===== src/design/pgc_pkg.sv =====
/*
 * Constants for the power-good and clock-source configuration bank: register
 * offsets, field positions, reset values and timing counts.
 * Assumes a 100 MHz core clock and an 8-bit register port behind the serial host.
 */
package pgc_pkg;
    localparam int unsigned ADDR_W        = 8;
    localparam int unsigned DATA_W        = 8;
    localparam int unsigned NUM_REG       = 4;
    localparam logic [7:0]  ADDR_PG_CTRL  = 8'h29;
    localparam logic [7:0]  ADDR_PG_FAULT = 8'h2A;
    localparam logic [7:0]  ADDR_CLK_SEL  = 8'h2B;
    localparam logic [7:0]  RESET_VALUE   = 8'h00;

    // power_good_control fields
    localparam int unsigned BIT_SHORT_STEP = 7;
    localparam int unsigned BIT_MERGE      = 6;
    localparam int unsigned BIT_DB_SEL     = 5;
    localparam int unsigned BIT_LATCHED    = 4;
    localparam int unsigned BIT_WINDOW     = 2;
    localparam int unsigned BIT_OPEN_DRAIN = 1;
    localparam int unsigned BIT_POLARITY   = 0;
    // clock_source_select fields
    localparam int unsigned PLL_MODE_HI  = 7;
    localparam int unsigned PLL_MODE_LO  = 6;
    localparam int unsigned FREQ_HI      = 4;
    localparam int unsigned FREQ_LO      = 0;
    localparam int unsigned FREQ_W       = 5;
    localparam int unsigned MHZ_W        = 6;

    typedef enum logic [1:0] {
        PGC_PLL_OFF      = 2'h0,
        PGC_PLL_STBY_ACT = 2'h1,
        PGC_PLL_ACT      = 2'h2,
        PGC_PLL_RSVD     = 2'h3
    } pgc_pll_mode_t;

    typedef enum logic [1:0] {
        PGC_SRC_MASKED = 2'h0,
        PGC_SRC_VOLT   = 2'h1,
        PGC_SRC_RSVD   = 2'h2,
        PGC_SRC_VILIM  = 2'h3
    } pgc_src_t;

    // timing
    localparam int unsigned CLK_PERIOD_NS = 10;
    localparam int unsigned STEP_W        = 17;
    localparam int unsigned STEP_NORM_NS  = 500000;
    localparam int unsigned STEP_DBL_NS   = 1000000;
    localparam int unsigned STEP_HALF_NS  = 320000;
    localparam int unsigned STEP_HDBL_NS  = 640000;
    localparam logic [16:0] STEP_NORM_CYC =
        17'((STEP_NORM_NS + CLK_PERIOD_NS - 1) / CLK_PERIOD_NS);
    localparam logic [16:0] STEP_DBL_CYC  = 17'((STEP_DBL_NS + CLK_PERIOD_NS - 1) / CLK_PERIOD_NS);
    localparam logic [16:0] STEP_HALF_CYC =
        17'((STEP_HALF_NS + CLK_PERIOD_NS - 1) / CLK_PERIOD_NS);
    localparam logic [16:0] STEP_HDBL_CYC =
        17'((STEP_HDBL_NS + CLK_PERIOD_NS - 1) / CLK_PERIOD_NS);
    localparam int unsigned DB_W          = 21;
    localparam int unsigned DB_SHORT_NS   = 4000;
    localparam int unsigned DB_LONG_NS    = 11000000;
    localparam logic [20:0] DB_SHORT_CYC  = 21'((DB_SHORT_NS + CLK_PERIOD_NS - 1) / CLK_PERIOD_NS);
    localparam logic [20:0] DB_LONG_CYC   = 21'((DB_LONG_NS + CLK_PERIOD_NS - 1) / CLK_PERIOD_NS);
endpackage : pgc_pkg


===== src/design/pgc_bank.sv =====
/*
 * Power-good and clock-source configuration bank with its output logic.
 * Assumes monitor inputs and the external clock presence come from analog or
 * pin sources and are resynchronised here; irq_req_i, long_step_i and the
 * state inputs come from logic on core_clk_i. Register port is one-cycle.
 */
`timescale 1ns/100ps
`default_nettype none
module pgc_bank
    import pgc_pkg::*;
#(
    parameter logic [20:0] DB_LONG_CYCLES = pgc_pkg::DB_LONG_CYC
) (
    // clock and reset
    input  wire logic                           core_clk_i,
    input  wire logic                           rst_i,
    // register port from the serial host
    input  wire logic [pgc_pkg::ADDR_W-1:0]     reg_addr_i,
    input  wire logic [pgc_pkg::DATA_W-1:0]     reg_wdata_i,
    input  wire logic                           reg_wr_i,
    input  wire logic                           reg_rd_i,
    output logic [pgc_pkg::DATA_W-1:0]          reg_rdata_o,
    // regulator monitors (asynchronous)
    input  wire logic [pgc_pkg::NUM_REG-1:0]    uv_ok_i,
    input  wire logic [pgc_pkg::NUM_REG-1:0]    ov_ok_i,
    input  wire logic [pgc_pkg::NUM_REG-1:0]    ilim_ok_i,
    input  wire logic [7:0]                     good_source_i,
    // system state and interrupt
    input  wire logic                           irq_req_i,
    input  wire logic                           long_step_i,
    input  wire logic                           state_standby_i,
    input  wire logic                           state_active_i,
    input  wire logic                           ext_clock_in_present_i,
    // outputs
    output logic                                power_good_out_o,
    output logic                                power_good_oe_o,
    output logic                                irq_out_n_o,
    output logic [pgc_pkg::STEP_W-1:0]          delay_step_cycles_o,
    output logic                                pll_enable_o,
    output logic                                use_ext_clock_o,
    output logic                                ext_clock_event_o,
    output logic [pgc_pkg::MHZ_W-1:0]           ext_clock_mhz_o
);
    logic [7:0]          ctrl;
    logic [7:0]          next_ctrl;
    logic [7:0]          fault;
    logic [7:0]          next_fault;
    logic [7:0]          clk_sel;
    logic [7:0]          next_clk_sel;
    logic [7:0]          rdata;
    logic [7:0]          next_rdata;
    logic [12:0]         sync1;
    logic [12:0]         sync2;
    logic                ext_prev;
    logic                next_ext_prev;
    logic                ext_evt;
    logic                next_ext_evt;
    logic [3:0]          reg_ok;
    logic [3:0]          reg_ok_eff;
    logic [3:0]          set_mask;
    logic [3:0]          clr_mask;
    logic                live_good;
    logic                good_active;
    logic                drive_level;
    logic                ext_present;
    pgc_pll_mode_t       pll_mode;

    // decode of a register hit
    function automatic logic hit(input logic [7:0] addr, input logic [7:0] target);
        hit = (addr == target);
    endfunction : hit

    // two-flop resync of analog and pin inputs
    always_ff @(posedge core_clk_i) begin
        if (rst_i) begin
            sync1 <= '0;
            sync2 <= '0;
        end else begin
            sync1 <= {ext_clock_in_present_i, ilim_ok_i, ov_ok_i, uv_ok_i};
            sync2 <= sync1;
        end
    end
    assign ext_present = sync2[12];

    // per regulator validity
    for (genvar i = 0; i < NUM_REG; i++) begin : g_reg
        assign reg_ok[i] = sync2[i] & (~ctrl[BIT_WINDOW] | sync2[NUM_REG + i]);
        always_comb begin
            case (pgc_src_t'(good_source_i[2*i +: 2]))
                PGC_SRC_VOLT:  reg_ok_eff[i] = reg_ok[i];
                PGC_SRC_VILIM: reg_ok_eff[i] = reg_ok[i] & sync2[2*NUM_REG + i];
                default:       reg_ok_eff[i] = 1'b1;
            endcase
        end
        assign clr_mask[i] = reg_rd_i & hit(reg_addr_i, ADDR_PG_FAULT) & reg_ok_eff[i];
    end

    pgc_debounce u_debounce (
        .core_clk_i (core_clk_i),
        .rst_i      (rst_i),
        .raw_i      (&reg_ok_eff),
        .hold_i     (ctrl[BIT_DB_SEL] ? DB_LONG_CYCLES : DB_SHORT_CYC),
        .valid_o    (live_good)
    );

    // flag the regulator that drops power-good
    assign set_mask = {NUM_REG{live_good}} & ~reg_ok_eff;

    // register writes, fault flags and read data
    always_comb begin
        next_ctrl    = ctrl;
        next_clk_sel = clk_sel;
        next_fault   = fault;
        next_rdata   = rdata;
        if (reg_wr_i) begin
            if (hit(reg_addr_i, ADDR_PG_CTRL)) begin
                next_ctrl = reg_wdata_i;
            end else if (hit(reg_addr_i, ADDR_PG_FAULT)) begin
                next_fault[7:4] = reg_wdata_i[7:4];
            end else if (hit(reg_addr_i, ADDR_CLK_SEL)) begin
                next_clk_sel = reg_wdata_i;
            end
        end
        next_fault[3:0] = (fault[3:0] & ~clr_mask) | set_mask;
        if (reg_rd_i) begin
            if (hit(reg_addr_i, ADDR_PG_CTRL)) begin
                next_rdata = ctrl;
            end else if (hit(reg_addr_i, ADDR_PG_FAULT)) begin
                next_rdata = fault;
            end else if (hit(reg_addr_i, ADDR_CLK_SEL)) begin
                next_rdata = clk_sel;
            end else begin
                next_rdata = RESET_VALUE;
            end
        end
    end

    always_ff @(posedge core_clk_i) begin
        if (rst_i) begin
            ctrl    <= RESET_VALUE;
            fault   <= RESET_VALUE;
            clk_sel <= RESET_VALUE;
            rdata   <= RESET_VALUE;
        end else begin
            ctrl    <= next_ctrl;
            fault   <= next_fault;
            clk_sel <= next_clk_sel;
            rdata   <= next_rdata;
        end
    end
    assign reg_rdata_o = rdata;

    // latched mode holds off on flags
    assign good_active = live_good & ~(ctrl[BIT_LATCHED] & (|fault[3:0]));
    assign drive_level = good_active ^ ctrl[BIT_POLARITY];
    assign power_good_out_o = ctrl[BIT_OPEN_DRAIN] ? 1'b0 : drive_level;
    assign power_good_oe_o  = ctrl[BIT_OPEN_DRAIN] ? ~drive_level : 1'b1;

    assign irq_out_n_o = ~(irq_req_i | (ctrl[BIT_MERGE] & ~reg_ok_eff[0]));

    always_comb begin
        case ({ctrl[BIT_SHORT_STEP], long_step_i})
            2'h0:    delay_step_cycles_o = STEP_NORM_CYC;
            2'h1:    delay_step_cycles_o = STEP_DBL_CYC;
            2'h2:    delay_step_cycles_o = STEP_HALF_CYC;
            default: delay_step_cycles_o = STEP_HDBL_CYC;
        endcase
    end

    assign pll_mode = pgc_pll_mode_t'(clk_sel[PLL_MODE_HI:PLL_MODE_LO]);
    always_comb begin
        case (pll_mode)
            PGC_PLL_STBY_ACT: pll_enable_o = state_standby_i | state_active_i;
            PGC_PLL_ACT:      pll_enable_o = state_active_i;
            default:          pll_enable_o = 1'b0;
        endcase
    end
    assign use_ext_clock_o = pll_enable_o & ext_present;

    always_comb begin
        next_ext_prev = ext_present;
        next_ext_evt  = (pll_mode == PGC_PLL_STBY_ACT || pll_mode == PGC_PLL_ACT)
                        && (ext_present != ext_prev);
    end
    always_ff @(posedge core_clk_i) begin
        if (rst_i) begin
            ext_prev <= 1'b0;
            ext_evt  <= 1'b0;
        end else begin
            ext_prev <= next_ext_prev;
            ext_evt  <= next_ext_evt;
        end
    end
    assign ext_clock_event_o = ext_evt;

    assign ext_clock_mhz_o = {1'b0, clk_sel[FREQ_HI:FREQ_LO]} + 6'h01;

    a_merge_irq_low: assert property (@(posedge core_clk_i) disable iff (rst_i)
        (ctrl[BIT_MERGE] && !reg_ok_eff[0]) |-> !irq_out_n_o)
        else $error("merged regulator 0 fault did not pull interrupt low");
    a_merge_off_isolates: assert property (@(posedge core_clk_i) disable iff (rst_i)
        !ctrl[BIT_MERGE] |-> (irq_out_n_o == !irq_req_i))
        else $error("power-good leaked into interrupt");
    a_latched_holds_off: assert property (@(posedge core_clk_i) disable iff (rst_i)
        (ctrl[BIT_LATCHED] && fault[3:0] != 4'h0) |-> (drive_level == ctrl[BIT_POLARITY]))
        else $error("latched mode showed valid with a fault flag set");
    a_push_pull_level: assert property (@(posedge core_clk_i) disable iff (rst_i)
        !ctrl[BIT_OPEN_DRAIN] |-> power_good_oe_o
            && (power_good_out_o == ((live_good && !(ctrl[BIT_LATCHED] && |fault[3:0]))
                                      ^ ctrl[BIT_POLARITY])))
        else $error("push-pull level wrong");
    a_open_drain_only_low: assert property (@(posedge core_clk_i) disable iff (rst_i)
        ctrl[BIT_OPEN_DRAIN] |-> !power_good_out_o)
        else $error("open-drain output drove high");
    a_fault_sticky: assert property (@(posedge core_clk_i) disable iff (rst_i)
        (fault[0] && !(reg_rd_i && hit(reg_addr_i, ADDR_PG_FAULT) && reg_ok_eff[0]))
            |=> fault[0])
        else $error("fault flag 0 cleared without a valid read");
    a_fault_set_on_drop: assert property (@(posedge core_clk_i) disable iff (rst_i)
        (live_good && !reg_ok_eff[1]) |=> fault[1])
        else $error("fault flag 1 not set on drop");
    a_pll_mode_off: assert property (@(posedge core_clk_i) disable iff (rst_i)
        (pll_mode == PGC_PLL_OFF) |-> (!pll_enable_o && !use_ext_clock_o ##1 !ext_clock_event_o))
        else $error("pll active in internal oscillator mode");
    a_step_short_long: assert property (@(posedge core_clk_i) disable iff (rst_i)
        (ctrl[BIT_SHORT_STEP] && long_step_i) |-> (delay_step_cycles_o == 17'h0FA00))
        else $error("short long delay step is not 64000 cycles");
endmodule : pgc_bank
`default_nettype wire


===== src/design/pgc_debounce.sv =====
/*
 * Rise-only debounce of the combined valid level.
 * Assumes raw_i is already synchronous to core_clk_i; hold_i is at least 1.
 */
`timescale 1ns/100ps
`default_nettype none
module pgc_debounce
    import pgc_pkg::*;
(
    // clock and reset
    input  wire logic                    core_clk_i,
    input  wire logic                    rst_i,
    // level in and out
    input  wire logic                    raw_i,
    input  wire logic [pgc_pkg::DB_W-1:0] hold_i,
    output logic                         valid_o
);
    typedef enum logic {
        PGC_DB_INVALID = 1'b0,
        PGC_DB_VALID   = 1'b1
    } pgc_db_state_t;

    pgc_db_state_t       state;
    pgc_db_state_t       next_state;
    logic [DB_W-1:0]     cnt;
    logic [DB_W-1:0]     next_cnt;

    always_comb begin
        next_state = state;
        next_cnt   = '0;
        case (state)
            PGC_DB_INVALID: begin
                if (raw_i) begin
                    next_cnt = cnt + 21'h000001;
                    if (next_cnt >= hold_i) begin
                        next_state = PGC_DB_VALID;
                        next_cnt   = '0;
                    end
                end
            end
            default: begin
                if (!raw_i) begin
                    next_state = PGC_DB_INVALID;
                end
            end
        endcase
    end

    always_ff @(posedge core_clk_i) begin
        if (rst_i) begin
            state <= PGC_DB_INVALID;
            cnt   <= '0;
        end else begin
            state <= next_state;
            cnt   <= next_cnt;
        end
    end

    assign valid_o = (state == PGC_DB_VALID);

    a_db_fall_fast: assert property (@(posedge core_clk_i) disable iff (rst_i)
        (valid_o && !raw_i) |=> !valid_o)
        else $error("debounce did not drop at once");
    a_db_rise_wait: assert property (@(posedge core_clk_i) disable iff (rst_i)
        (!valid_o ##1 valid_o) |-> ($past(cnt) + 21'h000001 >= $past(hold_i)) && $past(raw_i))
        else $error("debounce rose before its hold time");
endmodule : pgc_debounce
`default_nettype wire


===== config.mk =====
export PLATFORM = sky130hd
export DESIGN_NAME = pgc_bank
export DESIGN_NICKNAME = d
export VERILOG_FILES = /design/src/design/pgc_pkg.sv /design/src/design/pgc_bank.sv /design/src/design/pgc_debounce.sv
export SDC_FILE = /design/constraint.sdc
export NUM_CORES = 1
export LEC_CHECK = 0
export ABC_AREA = 1
export BUFFER_PORTS_ARGS = -buffer_cell sky130_fd_sc_hd__buf_2
export CAP_MARGIN = 0
export CORE_ASPECT_RATIO = 0.7
export CORE_MARGIN = 8
export CORE_UTILIZATION = 25
export CTS_CLUSTER_DIAMETER = 40
export DETAILED_ROUTE_END_ITERATION = 10
export GPL_ROUTABILITY_DRIVEN = 0
export PLACE_DENSITY_LB_ADDON = 0.08
export REMOVE_ABC_BUFFERS = 1
export SYNTH_ARGS = -nofsm -noshare
export SYNTH_HDL_FRONTEND = slang
export SYNTH_SLANG_ARGS = --single-unit

===== constraint.sdc =====
create_clock -name core_clk_i -period 2.4 [get_ports core_clk_i]
set_input_delay 0.72 -clock core_clk_i [delete_from_list [all_inputs] [get_ports core_clk_i]]
set_output_delay 0.72 -clock core_clk_i [all_outputs]
set_load 0.1 [all_outputs]

# After elaboration in Yosys (flattened, before gate mapping)
# Index checks and enable logic that the tools add are counted.
# word_totals
input_bits,45
word_cells,92
ff_bits,82
out_inout_bits,37
# classes
magnitude_cmp,1
addsub,2
n_bitwise,37
muxes,16
reduce_logical,9
eq_ne,16
# ops
op,count
$pmux W17 S3,1
$eq A8 B6 Y1 const B,3
$mux W8,3
$add A21 B1 Y21 const B,1
$ge A21 B21 Y1,1
$mux W21,1
$and A1 B1 Y1,17
$eq A2 B1 Y1 const B,6
$eq A2 B2 Y1 const B,6
$pmux W1 S2,5
$and A4 B4 Y4,2
$not A1 Y1,8
$not A4 Y4,2
$reduce_and A4 Y1,2
$reduce_or A4 Y1,2
$add A5 B1 Y6 const B,1
$mux W1,6
$or A1 B1 Y1,6
$or A4 B4 Y4,1
$reduce_and A3 Y1,1
$logic_not A2 Y1,1
$reduce_and A2 Y1,1
$logic_and A1 B1 Y1,1
$logic_or A1 B1 Y1,1
other kinds (2),2

# Depth between registers and ports, before layout
# Gate-level depths: netlist (run 1).
# depth
ltp_word,9
depth_mapped,18

# By module
# From an unflattened synthesis (run 1), not the netlist that was laid out.
# unflattened
hier_cells,646
hier_area_um2,4583.1
# by_module_without_submodules
mod,area_each_um2,cells_each,n_inst
pgc_bank,2767.7,365,1
pgc_debounce,1815.5,281,1

# Worst setup path before layout (run 1)
# No wires, ideal clock.
# synth_timing
path_type,reg2out
from,register clk_sel[6]
to,output use_ext_clock_o
stages_incl_launch_ff,4
arrival_time_ns,3.635
path_buffers,0
slack_ns,-1.955
path_cell_list,dfxtp_1 -> inv_1 -> ha_1 -> nor4_1
# synth_via
elab_chain_len,3
elab_cells_between_ends,4
cone_classes,2 x eq/ne; 1 x mux; 1 x bitwise
# synth_lines
item,line,text
from (decl),pgc_bank.sv:48,logic [7:0] clk_sel;
from (signal assigned),pgc_bank.sv:147,clk_sel <= next_clk_sel;
$eq A2 B2 Y1 / $eq A2 B1 Y1 (equally long branches),pgc_bank.sv:172,case (pll_mode)
$pmux W1 S2 *,pgc_bank.sv:172,
$and A1 B1 Y1 *,pgc_bank.sv:178,assign use_ext_clock_o = pll_enable_o & ext_present;
to (decl),pgc_bank.sv:40,"output logic use_ext_clock_o,"
# Mark *: on every way between the ends. The rest lies on a longest branch, timed or not.

# Final worst setup path (run 1)
# layout_timing
from,register u_debounce.cnt[5]
to,register u_debounce.cnt[6]
# layout_via
elab_chain_len,3
# layout_lines
item,line,text
from (decl),pgc_debounce.sv:25,logic [DB_W-1:0] cnt;
from (signal assigned),pgc_debounce.sv:55,cnt <= next_cnt;
$add A21 B1 Y21 *,pgc_debounce.sv:34,next_cnt = cnt + 21'h000001;
$ge A21 B21 Y1,pgc_debounce.sv:35,if (next_cnt >= hold_i) begin
$reduce_or A4 Y1 (no source line),-,
# Marks and branches as above.
# A chain may end at the register's enable or synchronous reset.

==> metrics.yaml, run 1 <==
synthesis:
  synth_cell_types: 37
  mappedNetlistArea_um2: 4050
  netlist_instances: 545
  avgSynthCellArea_um2: 7.43
  synth_top_cell_area_share: 0.405
  synth_top_area_cell: "dfxtp_1"
  synth_seq_cells: 82
  synthTopCellsByArea: "dfxtp_1 (41%), inv_1 (9.2%), nand2_1 (7.2%), nor2_1 (6.6%), ha_1 (5.6%)"
  ys_warn_count: 0
  seq_area_frac_synth: 0.405
worst_setup_path:
  crit_type: "reg -> reg"
  start_kind: "flop"
  r2r_start: "u_debounce.cnt[5]$_SDFF_PP0_"
  r2r_end: "u_debounce.cnt[6]$_SDFF_PP0_"
  end_kind: "flop"
  worst-r2r-setup-slack_ns: -0.02
  worstPathArrival_ns: 2.66
  crit_path_max_fanout: 6
  startpoint: "u_debounce.cnt[5]$_SDFF_PP0_"
  r2r_cells: 17
  worst_ep_required_time_ns: 2.63
floorplanning:
  dieArea_um2: 20600
  initial_utilization: 0.251
  die_h_um: 122
  rows: 39
  die_x_um: 168
  io_pins: 82
  core_area_um2: 16100
pwr:
  p_switching_uw: 844
  swShare: 0.259
  power_frac_seq: 0.428
  combPwrFrac: 0.100
  pwr-share-clk: 0.471
  leakage_uw: 0.00265
  p_per_area_nw_per_um2: 545
  ir_worst_vdd_mv: 0.347
  intPower_uw: 2410
finish:
  final_cell_mix: "inv_1 (98), dfxtp_1 (73), nand2_1 (70)"
  fillers: 1673
  final_common_cell: "inv_1"
  diodes: 0
  multiInputGateArea_um2: 2180
  regArea_um2: 1660
  stdcell_area_um2: 5970
  nNetsFinal: 746
  drive_gt1_frac: 0.360
  area_growth_syn_to_layout_pct: 47.5
min_path:
  min_path_type: "reg -> reg"
  whs_path_depth: 2
  holdPathEnd: "sync2[6]$_SDFF_PP0_"
  hold_start: "sync1[6]$_SDFF_PP0_"
cts:
  hold_buffers: 0
  clkLatencyLatePin_ns: 0.34
  cts_inserted_buffers: 9
  cts_tree: "done"
  cts_root_buffer: "clkbuf_16"
  cts.sinks: 82
  clk_pin_slew_worst_paths_ns: 0.07
  htree_levels: 3
  clk_path_buf_depth: 2
drt:
  routedWlPerCell_um: 13.2
  vias_per_cell: 4.19
  drc: 0
  wl_um: 11800
  vias: 3743
  firstDrtPassIters: 4
  drt.antenna.violating_nets: 0
  drt-initial-drc-count: 181
outcome:
  status: "finished, violations left"
  violations: "setup timing"
global_route:
  antenna_found_initial: 0
  overflow: 0
  grt_max_degree: 21
  grt_pass1_wl_um: 19000
  grtUsageTotal: 0.117
  grt_pass1_vias: 3670
sta:
  worst_slack_ns: -0.0211
  max-slew-margin-rel: 0.631
  fmax_mhz: 413
  timing.hold.ws_ns: 0.405
  min_period_over_period: 1.01
  setup_violations: 15
  rsz0062_at_grt: "true"
  skew_ns: 0.00805
  tightest_slew_ns: 0.553
  hold_viol_final: 0
  slew_viol_final: 0
  layout_min_cycle_time_ns: 2.42
place:
  io_buffer_count: 77
  placed_area_um2: 5190
  dp_hpwl_um: 9020
flow_run:
  drv_cap: 0
## sequential cells by signal, indices dropped and copies added, names as in the netlist
signal              count
u_debounce.cnt         21
sync1                  13
sync2                  13
clk_sel                 8
ctrl                    8
fault                   8
reg_rdata_o             8
ext_clock_event_o       1
ext_prev                1
u_debounce.valid_o      1
## stage by stage
stage                     instances  worst slack, ns   util  TNS (ns)  power (uW)
after floorplan                 528            -1.97      -    -16.26        1620
after CTS                       893           -0.101  0.362     -1.53        3320
final                           893          -0.0211  0.371   -0.0941        3260
after global placement          861           -0.212  0.322     -4.37        1750
after global routing            893           -0.189  0.371     -3.69        3390
after detailed placement        861           -0.207  0.322     -4.31        1750
## area by class of cell
type                       count  area share
multi-input combinational    342       0.365
inverter                     104      0.0654
timing repair buffer         144       0.193
sequential                    82       0.278
clock buffer                   9      0.0377
clock inverter                 7      0.0176
tap                          205      0.0429
## worst max-delay path, cell delays in order (launching register included)
cell	delay, ns
dfxtp_4	0.36
nand2_2	0.10
nor2_4	0.04
nand2_2	0.06
nor3_2	0.04
buf_4	0.15
or2_2	0.26
nand2_1	0.08
inv_1	0.07
ha_4	0.27
nand4_1	0.09
nor3_2	0.20
nand3_1	0.11
nand2_1	0.09
nand2_2	0.07
nand4_4	0.11
buf_8	0.15
nor2_2	0.04
## power groups by stage
stage | Combinational, uW | Clock, uW | Sequential (uW)
6_report | 326 | 1530 | 1390
5_1_grt | 351 | 1640 | 1400
4_1_cts | 332 | 1590 | 1400
3_5_place_dp | 324 | 0 | 1430
3_3_place_gp | 322 | 0 | 1430
2_1_floorplan | 149 | 0 | 1470
## routing by layer
metal / vias up / part of all wire / track usage
li1: 1980 / - / -
met1: 1674 / 0.53 / 0.163
met2: 76 / 0.40 / 0.165
met3: 13 / 0.057 / 0.0379
met4: 0 / 0.013 / 0.0400
met5: - / 0 / 0
## worst max-delay path by stage
stage,endpoint
after CTS,u_debounce.cnt[3]$_SDFF_PP0_
after global placement,u_debounce.cnt[3]$_SDFF_PP0_
after global routing,u_debounce.cnt[3]$_SDFF_PP0_
after detailed placement,u_debounce.cnt[7]$_SDFF_PP0_
final,u_debounce.cnt[6]$_SDFF_PP0_
after floorplan,delay_step_cycles_o[8]
## cells in the mapped netlist
library cell  number
nand3_1           18
nor2_2            24
a211oi_1           9
o22ai_1            8
clkinv_1           3
conb_1             1
dfxtp_1           82
buf_4             10
nor2_1            71
inv_1             99
nor3_1             9
nand4_4            1
buf_6              2
a21oi_2            1
nand3b_1           3
a221oi_1           4
nor4_1             4
buf_1              1
nand2_2            3
xnor2_1            6
buf_2              1
o21ai_1            1
o21ai_2            2
ha_1              18
clkbuf_1           6
nor2_4             4
o21ai_0           18
nand3_2            1
nand2_4            1
a21oi_1           29
inv_2              2
nand4_1            8
o221ai_1           4
nand2_1           78
o21bai_1           2
xor2_1             8
or2_2              3
## kinds of logic after synthesis
family	synth area share
buffers and inverters	0.128
and+or+nand+nor	0.264
other	0.000926
xor gates and xnor gates	0.0303
AOI/OAI and AO/OA	0.116
DFF	0.405
adders and majority gates	0.0556
## what timing repair did
| item | 4_1_cts | 5_1_grt |
|---|---|---|
| cloned | 1 | 0 |
| gates resized for setup | 42 | 35 |
| setup buffers | 16 | 2 |
| endpoints found under the hold margin | 0 | 0 |
| setup endpoints to repair | 29 | 25 |
| pin swaps | 17 | 24 |
No activity file was read; power rests on OpenSTA's default activity.
==> run 2: changes to the inputs <==
--- a/config.mk
+++ b/config.mk
@@ -15,7 +15,6 @@
 export DETAILED_ROUTE_END_ITERATION = 10
 export GPL_ROUTABILITY_DRIVEN = 0
 export PLACE_DENSITY_LB_ADDON = 0.08
-export REMOVE_ABC_BUFFERS = 1
 export SYNTH_ARGS = -nofsm -noshare
 export SYNTH_HDL_FRONTEND = slang
 export SYNTH_SLANG_ARGS = --single-unit
==> constraint.sdc (replaced) <==
create_clock -name core_clk_i -period 2.5 [get_ports core_clk_i]
set_input_delay 0.75 -clock core_clk_i [delete_from_list [all_inputs] [get_ports core_clk_i]]
set_output_delay 0.75 -clock core_clk_i [all_outputs]
set_load 0.1 [all_outputs]
==> run 2 against run 1 <==
  * The run still ends with setup timing left
  * Non-clock buffer count decreased by 31
  * Power shrank 7.8%
  * Worst setup slack got worse by 0.047 ns
  * Clock power down 12%
  * Combinational power fell by 2%
  * Wire length is 2.0% lower
  * Global-route usage hardly changed
  * Cell count is 3.5% lower
  * Hold slack about the same
  * Via count fell by 2.0%
  * Sequential share of layout area increased by 0.95 points
  * Maximum frequency down 5.7%
  * Critical path type unchanged
  * Largest cell class unchanged
==> metrics.yaml, run 2 (same netlist as run 1, synthesis figures left out) <==
min_path:
  min_path_type: "reg -> reg"
  whs_path_depth: 2
finish:
  final_common_cell: "inv_1"
  top_register: "u_debounce.cnt"
  final_cell_mix: "inv_1 (96), dfxtp_1 (74), nand2_1 (73)"
  drive_gt1_frac: 0.329
  largest_reg_flops: 21
  fin_cells: 862
  area_growth_syn_to_layout_pct: 41.9
  nNetsFinal: 715
  diodes: 0
  reg.largest.list: "u_debounce.cnt: 21 flops, sync1: 13 flops, sync2: 13 flops"
place:
  place_inst: 839
  io_buffer_count: 77
  dp_hpwl_um: 9210
sta:
  timing.hold.ws_ns: 0.405
  max-slew-margin-rel: 0.661
  setup_violations: 9
  worst_slack_ns: -0.0682
  slew_viol_final: 0
  layout_min_cycle_time_ns: 2.57
  fmax_mhz: 389
  skew_ns: 0.00614
  hold_viol_final: 0
  rsz0062_at_grt: "true"
  tightest_slew_ns: 0.512
  min_period_over_period: 1.03
drt:
  drc: 0
  drt.antenna.violating_nets: 0
  wl_um: 11500
  wl_met1_um: 6380
  routed.top_layer: "met5"
  vias: 3669
  met2WireLength_um: 4400
  vias_per_cell: 4.26
  firstDrtPassIters: 8
  dr_wl_met3_um: 660
  drt-initial-drc-count: 154
  routedWlPerCell_um: 13.4
floorplanning:
  core_area_um2: 16100
  die_h_um: 122
  io_pins: 82
  dieArea_um2: 20600
  rows: 39
  initial_utilization: 0.251
  die_x_um: 168
flow_run:
  drv_cap: 0
global_route:
  grt_max_degree: 28
  grt_pass1_wl_um: 18900
  antenna_found_initial: 1
  overflow: 0
  grtUsageTotal: 0.116
  grt_pass1_vias: 3619
pwr:
  ir_worst_vdd_mv: 0.245
  leakage_uw: 0.00246
  total_power_uw: 3000
  p_per_area_nw_per_um2: 522
cts:
  cts_inserted_buffers: 9
  htree_levels: 3
  cts.sinks: 82
  clkLatencyLatePin_ns: 0.33
  cts_tree: "done"
  cts_root_buffer: "clkbuf_16"
  hold_buffers: 0
  clk_pin_slew_worst_paths_ns: 0.06
  clk_path_buf_depth: 2
outcome:
  status: "finished, violations left"
  violations: "setup timing"
worst_setup_path:
  r2r_cells: 17
  start_kind: "flop"
  end_kind: "flop"
  crit_type: "reg -> reg"
  r2r_start: "u_debounce.cnt[0]$_SDFF_PP0_"
  worst-r2r-setup-slack_ns: -0.07
  worst_ep_required_time_ns: 2.73
  startpoint: "u_debounce.cnt[0]$_SDFF_PP0_"
  crit_path_end: "u_debounce.cnt[1]$_SDFF_PP0_"
  crit_path_max_fanout: 6
  worstPathArrival_ns: 2.80
  r2r_end: "u_debounce.cnt[1]$_SDFF_PP0_"
==> run 2: worst max-delay path: stages (launching register included) <==
cell and delay, ns:
dfxtp_2 0.34, buf_6 0.10, nand2_4 0.05, nor2_4 0.12, nand2_2 0.08, nor3_4 0.21, nand2_2 0.09, xnor2_2 0.15
ha_1 0.32, nand4_1 0.13, nor3_2 0.23, nand3_1 0.10, nand2_1 0.07, nand2_2 0.08, nand4_4 0.12, buf_12 0.12
buf_16 0.13, nor2_4 0.04
==> run 2: area by class of cell <==
class	instances	area, um^2
multi-input cells	342	2160
clock buffers	10	229
fillers	1684	10400
clock inverters	6	73.8
repair buffers	113	973
flip-flops and latches	82	1650
well taps	205	256
inverters	104	397
==> run 2: worst min path at each step <==
stage                                   start                  end  slack (ns)
after global placement    sync1[0]$_SDFF_PP0_  sync2[0]$_SDFF_PP0_        0.40
after floorplan           sync1[0]$_SDFF_PP0_  sync2[0]$_SDFF_PP0_        0.39
after global routing      sync1[4]$_SDFF_PP0_  sync2[4]$_SDFF_PP0_        0.42
final                     sync1[0]$_SDFF_PP0_  sync2[0]$_SDFF_PP0_        0.40
after detailed placement  sync1[0]$_SDFF_PP0_  sync2[0]$_SDFF_PP0_        0.40
after CTS                 sync1[0]$_SDFF_PP0_  sync2[0]$_SDFF_PP0_        0.41
==> run 2: metrics by stage <==
stage	worst slack, ns	TNS, ns	area [um^2]	util
2_1_floorplan	-0.719	-0.971	4160	-
3_3_place_gp	0.00110	0	5170	0.321
3_5_place_dp	-0.122	-2.09	5170	0.321
4_1_cts	-0.0174	-0.0816	5630	0.350
5_1_grt	-0.232	-3.95	5750	0.357
6_report	-0.0682	-0.395	5750	0.357
==> run 2: repair_timing <==
action,4_1_cts,5_1_grt
pin swaps,3,23
setup endpoints to repair,25,24
hold endpoints to repair,0,0
resized for setup,21,26
buffers inserted,4,5
cloned,1,0
==> run 2: metal layers <==
metal,up-vias,track usage
li1,1925,-
met1,1647,0.172
met2,88,0.159
met3,7,0.0357
met4,2,0.0289
met5,-,0
==> run 2: power breakdown <==
group,internal (uW),switching (uW),total [uW]
sequential,1330,9.04,1340
clock,788,554,1340
combinational,94.3,224,318
==> run 3: changes to the inputs <==
--- a/config.mk
+++ b/config.mk
@@ -9,7 +9,7 @@
 export BUFFER_PORTS_ARGS = -buffer_cell sky130_fd_sc_hd__buf_2
 export CAP_MARGIN = 0
 export CORE_ASPECT_RATIO = 0.7
-export CORE_MARGIN = 8
+export CORE_MARGIN = 2
 export CORE_UTILIZATION = 25
 export CTS_CLUSTER_DIAMETER = 40
 export DETAILED_ROUTE_END_ITERATION = 10
==> run 3 against run 2 <==
  * The run now ends clean
  * Clock power about the same
  * Non-clock buffer count is 15 higher
  * Hold slack worse by 0.00084 ns
  * Largest cell class unchanged
==> metrics.yaml, run 3 (same netlist as run 1, synthesis figures left out) <==
cts:
  clk_path_buf_depth: 2
  clkLatencyLatePin_ns: 0.34
  htree_levels: 3
  clk_pin_slew_worst_paths_ns: 0.07
  cts_tree: "done"
  cts.sinks: 82
  cts_inserted_buffers: 9
  cts_root_buffer: "clkbuf_16"
floorplanning:
  io_pins: 82
  dieArea_um2: 17200
  rows: 38
  core_area_um2: 15700
  initial_utilization: 0.258
  die_h_um: 110
  die_x_um: 156
finish:
  reg.largest.list: "u_debounce.cnt: 21 flops, sync1: 13 flops, sync2: 13 flops"
  nNetsFinal: 730
  diodes: 0
  final_common_cell: "inv_1"
  fin_cells: 872
  post-route-util: 0.376
  top_register: "u_debounce.cnt"
  area_growth_syn_to_layout_pct: 45.6
  regArea_um2: 1650
  fillers: 1616
  largest_reg_flops: 21
  multiInputGateArea_um2: 2250
  final_cell_mix: "inv_1 (94), dfxtp_1 (79), nand2_1 (72)"
  drive_gt1_frac: 0.350
worst_setup_path:
  r2r_start: "u_debounce.cnt[0]$_SDFF_PP0_"
  r2r_cells: 17
  end_kind: "flop"
  startpoint: "u_debounce.cnt[0]$_SDFF_PP0_"
  start_kind: "flop"
  worst-r2r-setup-slack_ns: 0.01
  r2r_end: "u_debounce.cnt[3]$_SDFF_PP0_"
  crit_chain: "buf_6 > ha_4 > inv_4 > nor2_4 > nand3_2 > inv_2 > nand3_2 > xor2_2 > inv_2 > ha_4 > nand3_4 > nand3b_1 > nor2_2 > nand2_4 > nand4_4 > buf_8 > nor2_4"
  crit_path_max_fanout: 7
  worstPathArrival_ns: 2.70
  slowest_stage: "dfxtp_2"
  worst_ep_required_time_ns: 2.72
  crit_type: "reg -> reg"
  cp_slowest_stage_delay_ns: 0.34
sta:
  skew_ns: 0.00886
  timing.hold.ws_ns: 0.404
  hold_viol_final: 0
  slew_viol_final: 0
  rsz0062_at_grt: "true"
  fmax_mhz: 402
  max-slew-margin-rel: 0.627
  setup_violations: 0
  min_period_over_period: 0.994
  layout_min_cycle_time_ns: 2.49
  tightest_slew_ns: 0.559
pwr:
  p_per_area_nw_per_um2: 512
  ir_worst_vdd_mv: 0.342
  leakage_uw: 0.00251
flow_run:
  drv_cap: 0
drt:
  drc: 0
  vias: 3692
  wl_um: 11400
  drt.antenna.violating_nets: 0
  firstDrtPassIters: 4
  vias_per_cell: 4.23
  routedWlPerCell_um: 13.1
  drt-initial-drc-count: 149
min_path:
  min_path_type: "reg -> reg"
  hold_start: "sync1[4]$_SDFF_PP0_"
  whs_path_depth: 2
  holdPathEnd: "sync2[4]$_SDFF_PP0_"
global_route:
  grtUsageTotal: 0.139
  antenna_found_initial: 1
  grt_pass1_wl_um: 18900
  grt_max_degree: 34
  overflow: 0
  grt_pass1_vias: 3699
place:
  place_inst: 845
  io_buffer_count: 77
  dp_hpwl_um: 8710
outcome:
  status: "complete, no violations"
[run 3: changes by cell type in the layout (fill, tap and decap cells not counted), sizes merged]
| cell | change |
|---|---|
| clkinv | +2 |
| inv | -1 |
| buf | +15 |
| clkinvlp | -1 |
[run 3: repair_timing]
action	4_1_cts	5_1_grt
pin swaps	18	26
endpoints found under the setup margin	24	24
setup buffers	9	4
gates cloned	1	0
hold buffers	0	0
gates resized for setup	32	37
[run 3: cell type report]
cell class                      instances  share of cell area
Multi-Input combinational cell        342               0.381
Sequential cell                        82               0.279
Timing Repair Buffer                  128               0.178
Inverter                              104              0.0677
Tap cell                              200              0.0424
Clock buffer                           10              0.0388
Clock inverter                          6              0.0127
[run 3: power by group]
| group | switching [uW] | total [uW] | internal, uW |
|---|---|---|---|
| Sequential | 9.13 | 1340 | 1330 |
| Clock | 574 | 1360 | 789 |
| Combinational | 223 | 316 | 93.4 |
[run 3: layer usage]
layer	GRT usage	routed length, um
met4	0.0336	106
met3	0.0404	729
met1	0.209	6020
met5	0	0
met2	0.191	4520
[run 3: per-stage QoR]
step / setup TNS (ns) / instance area [um^2] / total power, uW / setup slack, ns
2_1_floorplan: -0.971 / 4160 / 1580 / -0.719
3_3_place_gp: -2.21 / 5200 / 1680 / -0.117
3_5_place_dp: -1.60 / 5200 / 1690 / -0.0995
4_1_cts: 0 / 5760 / 3070 / 0.00157
5_1_grt: -2.77 / 5900 / 3140 / -0.139
6_report: 0 / 5900 / 3020 / 0.0140
[run 3: how the worst max path moves through the flow]
| stage | cells after the start | end | slack [ns] |
|---|---|---|---|
| global placement | 19 | u_debounce.cnt[0]$_SDFF_PP0_ | -0.12 |
| detailed placement | 19 | u_debounce.cnt[0]$_SDFF_PP0_ | -0.1 |
| floorplan | 2 | use_ext_clock_o | -0.72 |
| CTS | 19 | u_debounce.cnt[3]$_SDFF_PP0_ | 0.002 |
| global route | 20 | u_debounce.cnt[1]$_SDFF_PP0_ | -0.14 |
| finish | 17 | u_debounce.cnt[3]$_SDFF_PP0_ | 0.01 |
[run 3: critical path, delay by kind of cell, from the launching register on]
kind / cells / cell delay [ns]
XOR/XNOR: 1 / 0.17
adder cells (fa/ha/maj): 2 / 0.43
flip-flops: 1 / 0.34
AND/OR/NAND/NOR: 9 / 0.97
buffers and inverters: 5 / 0.46
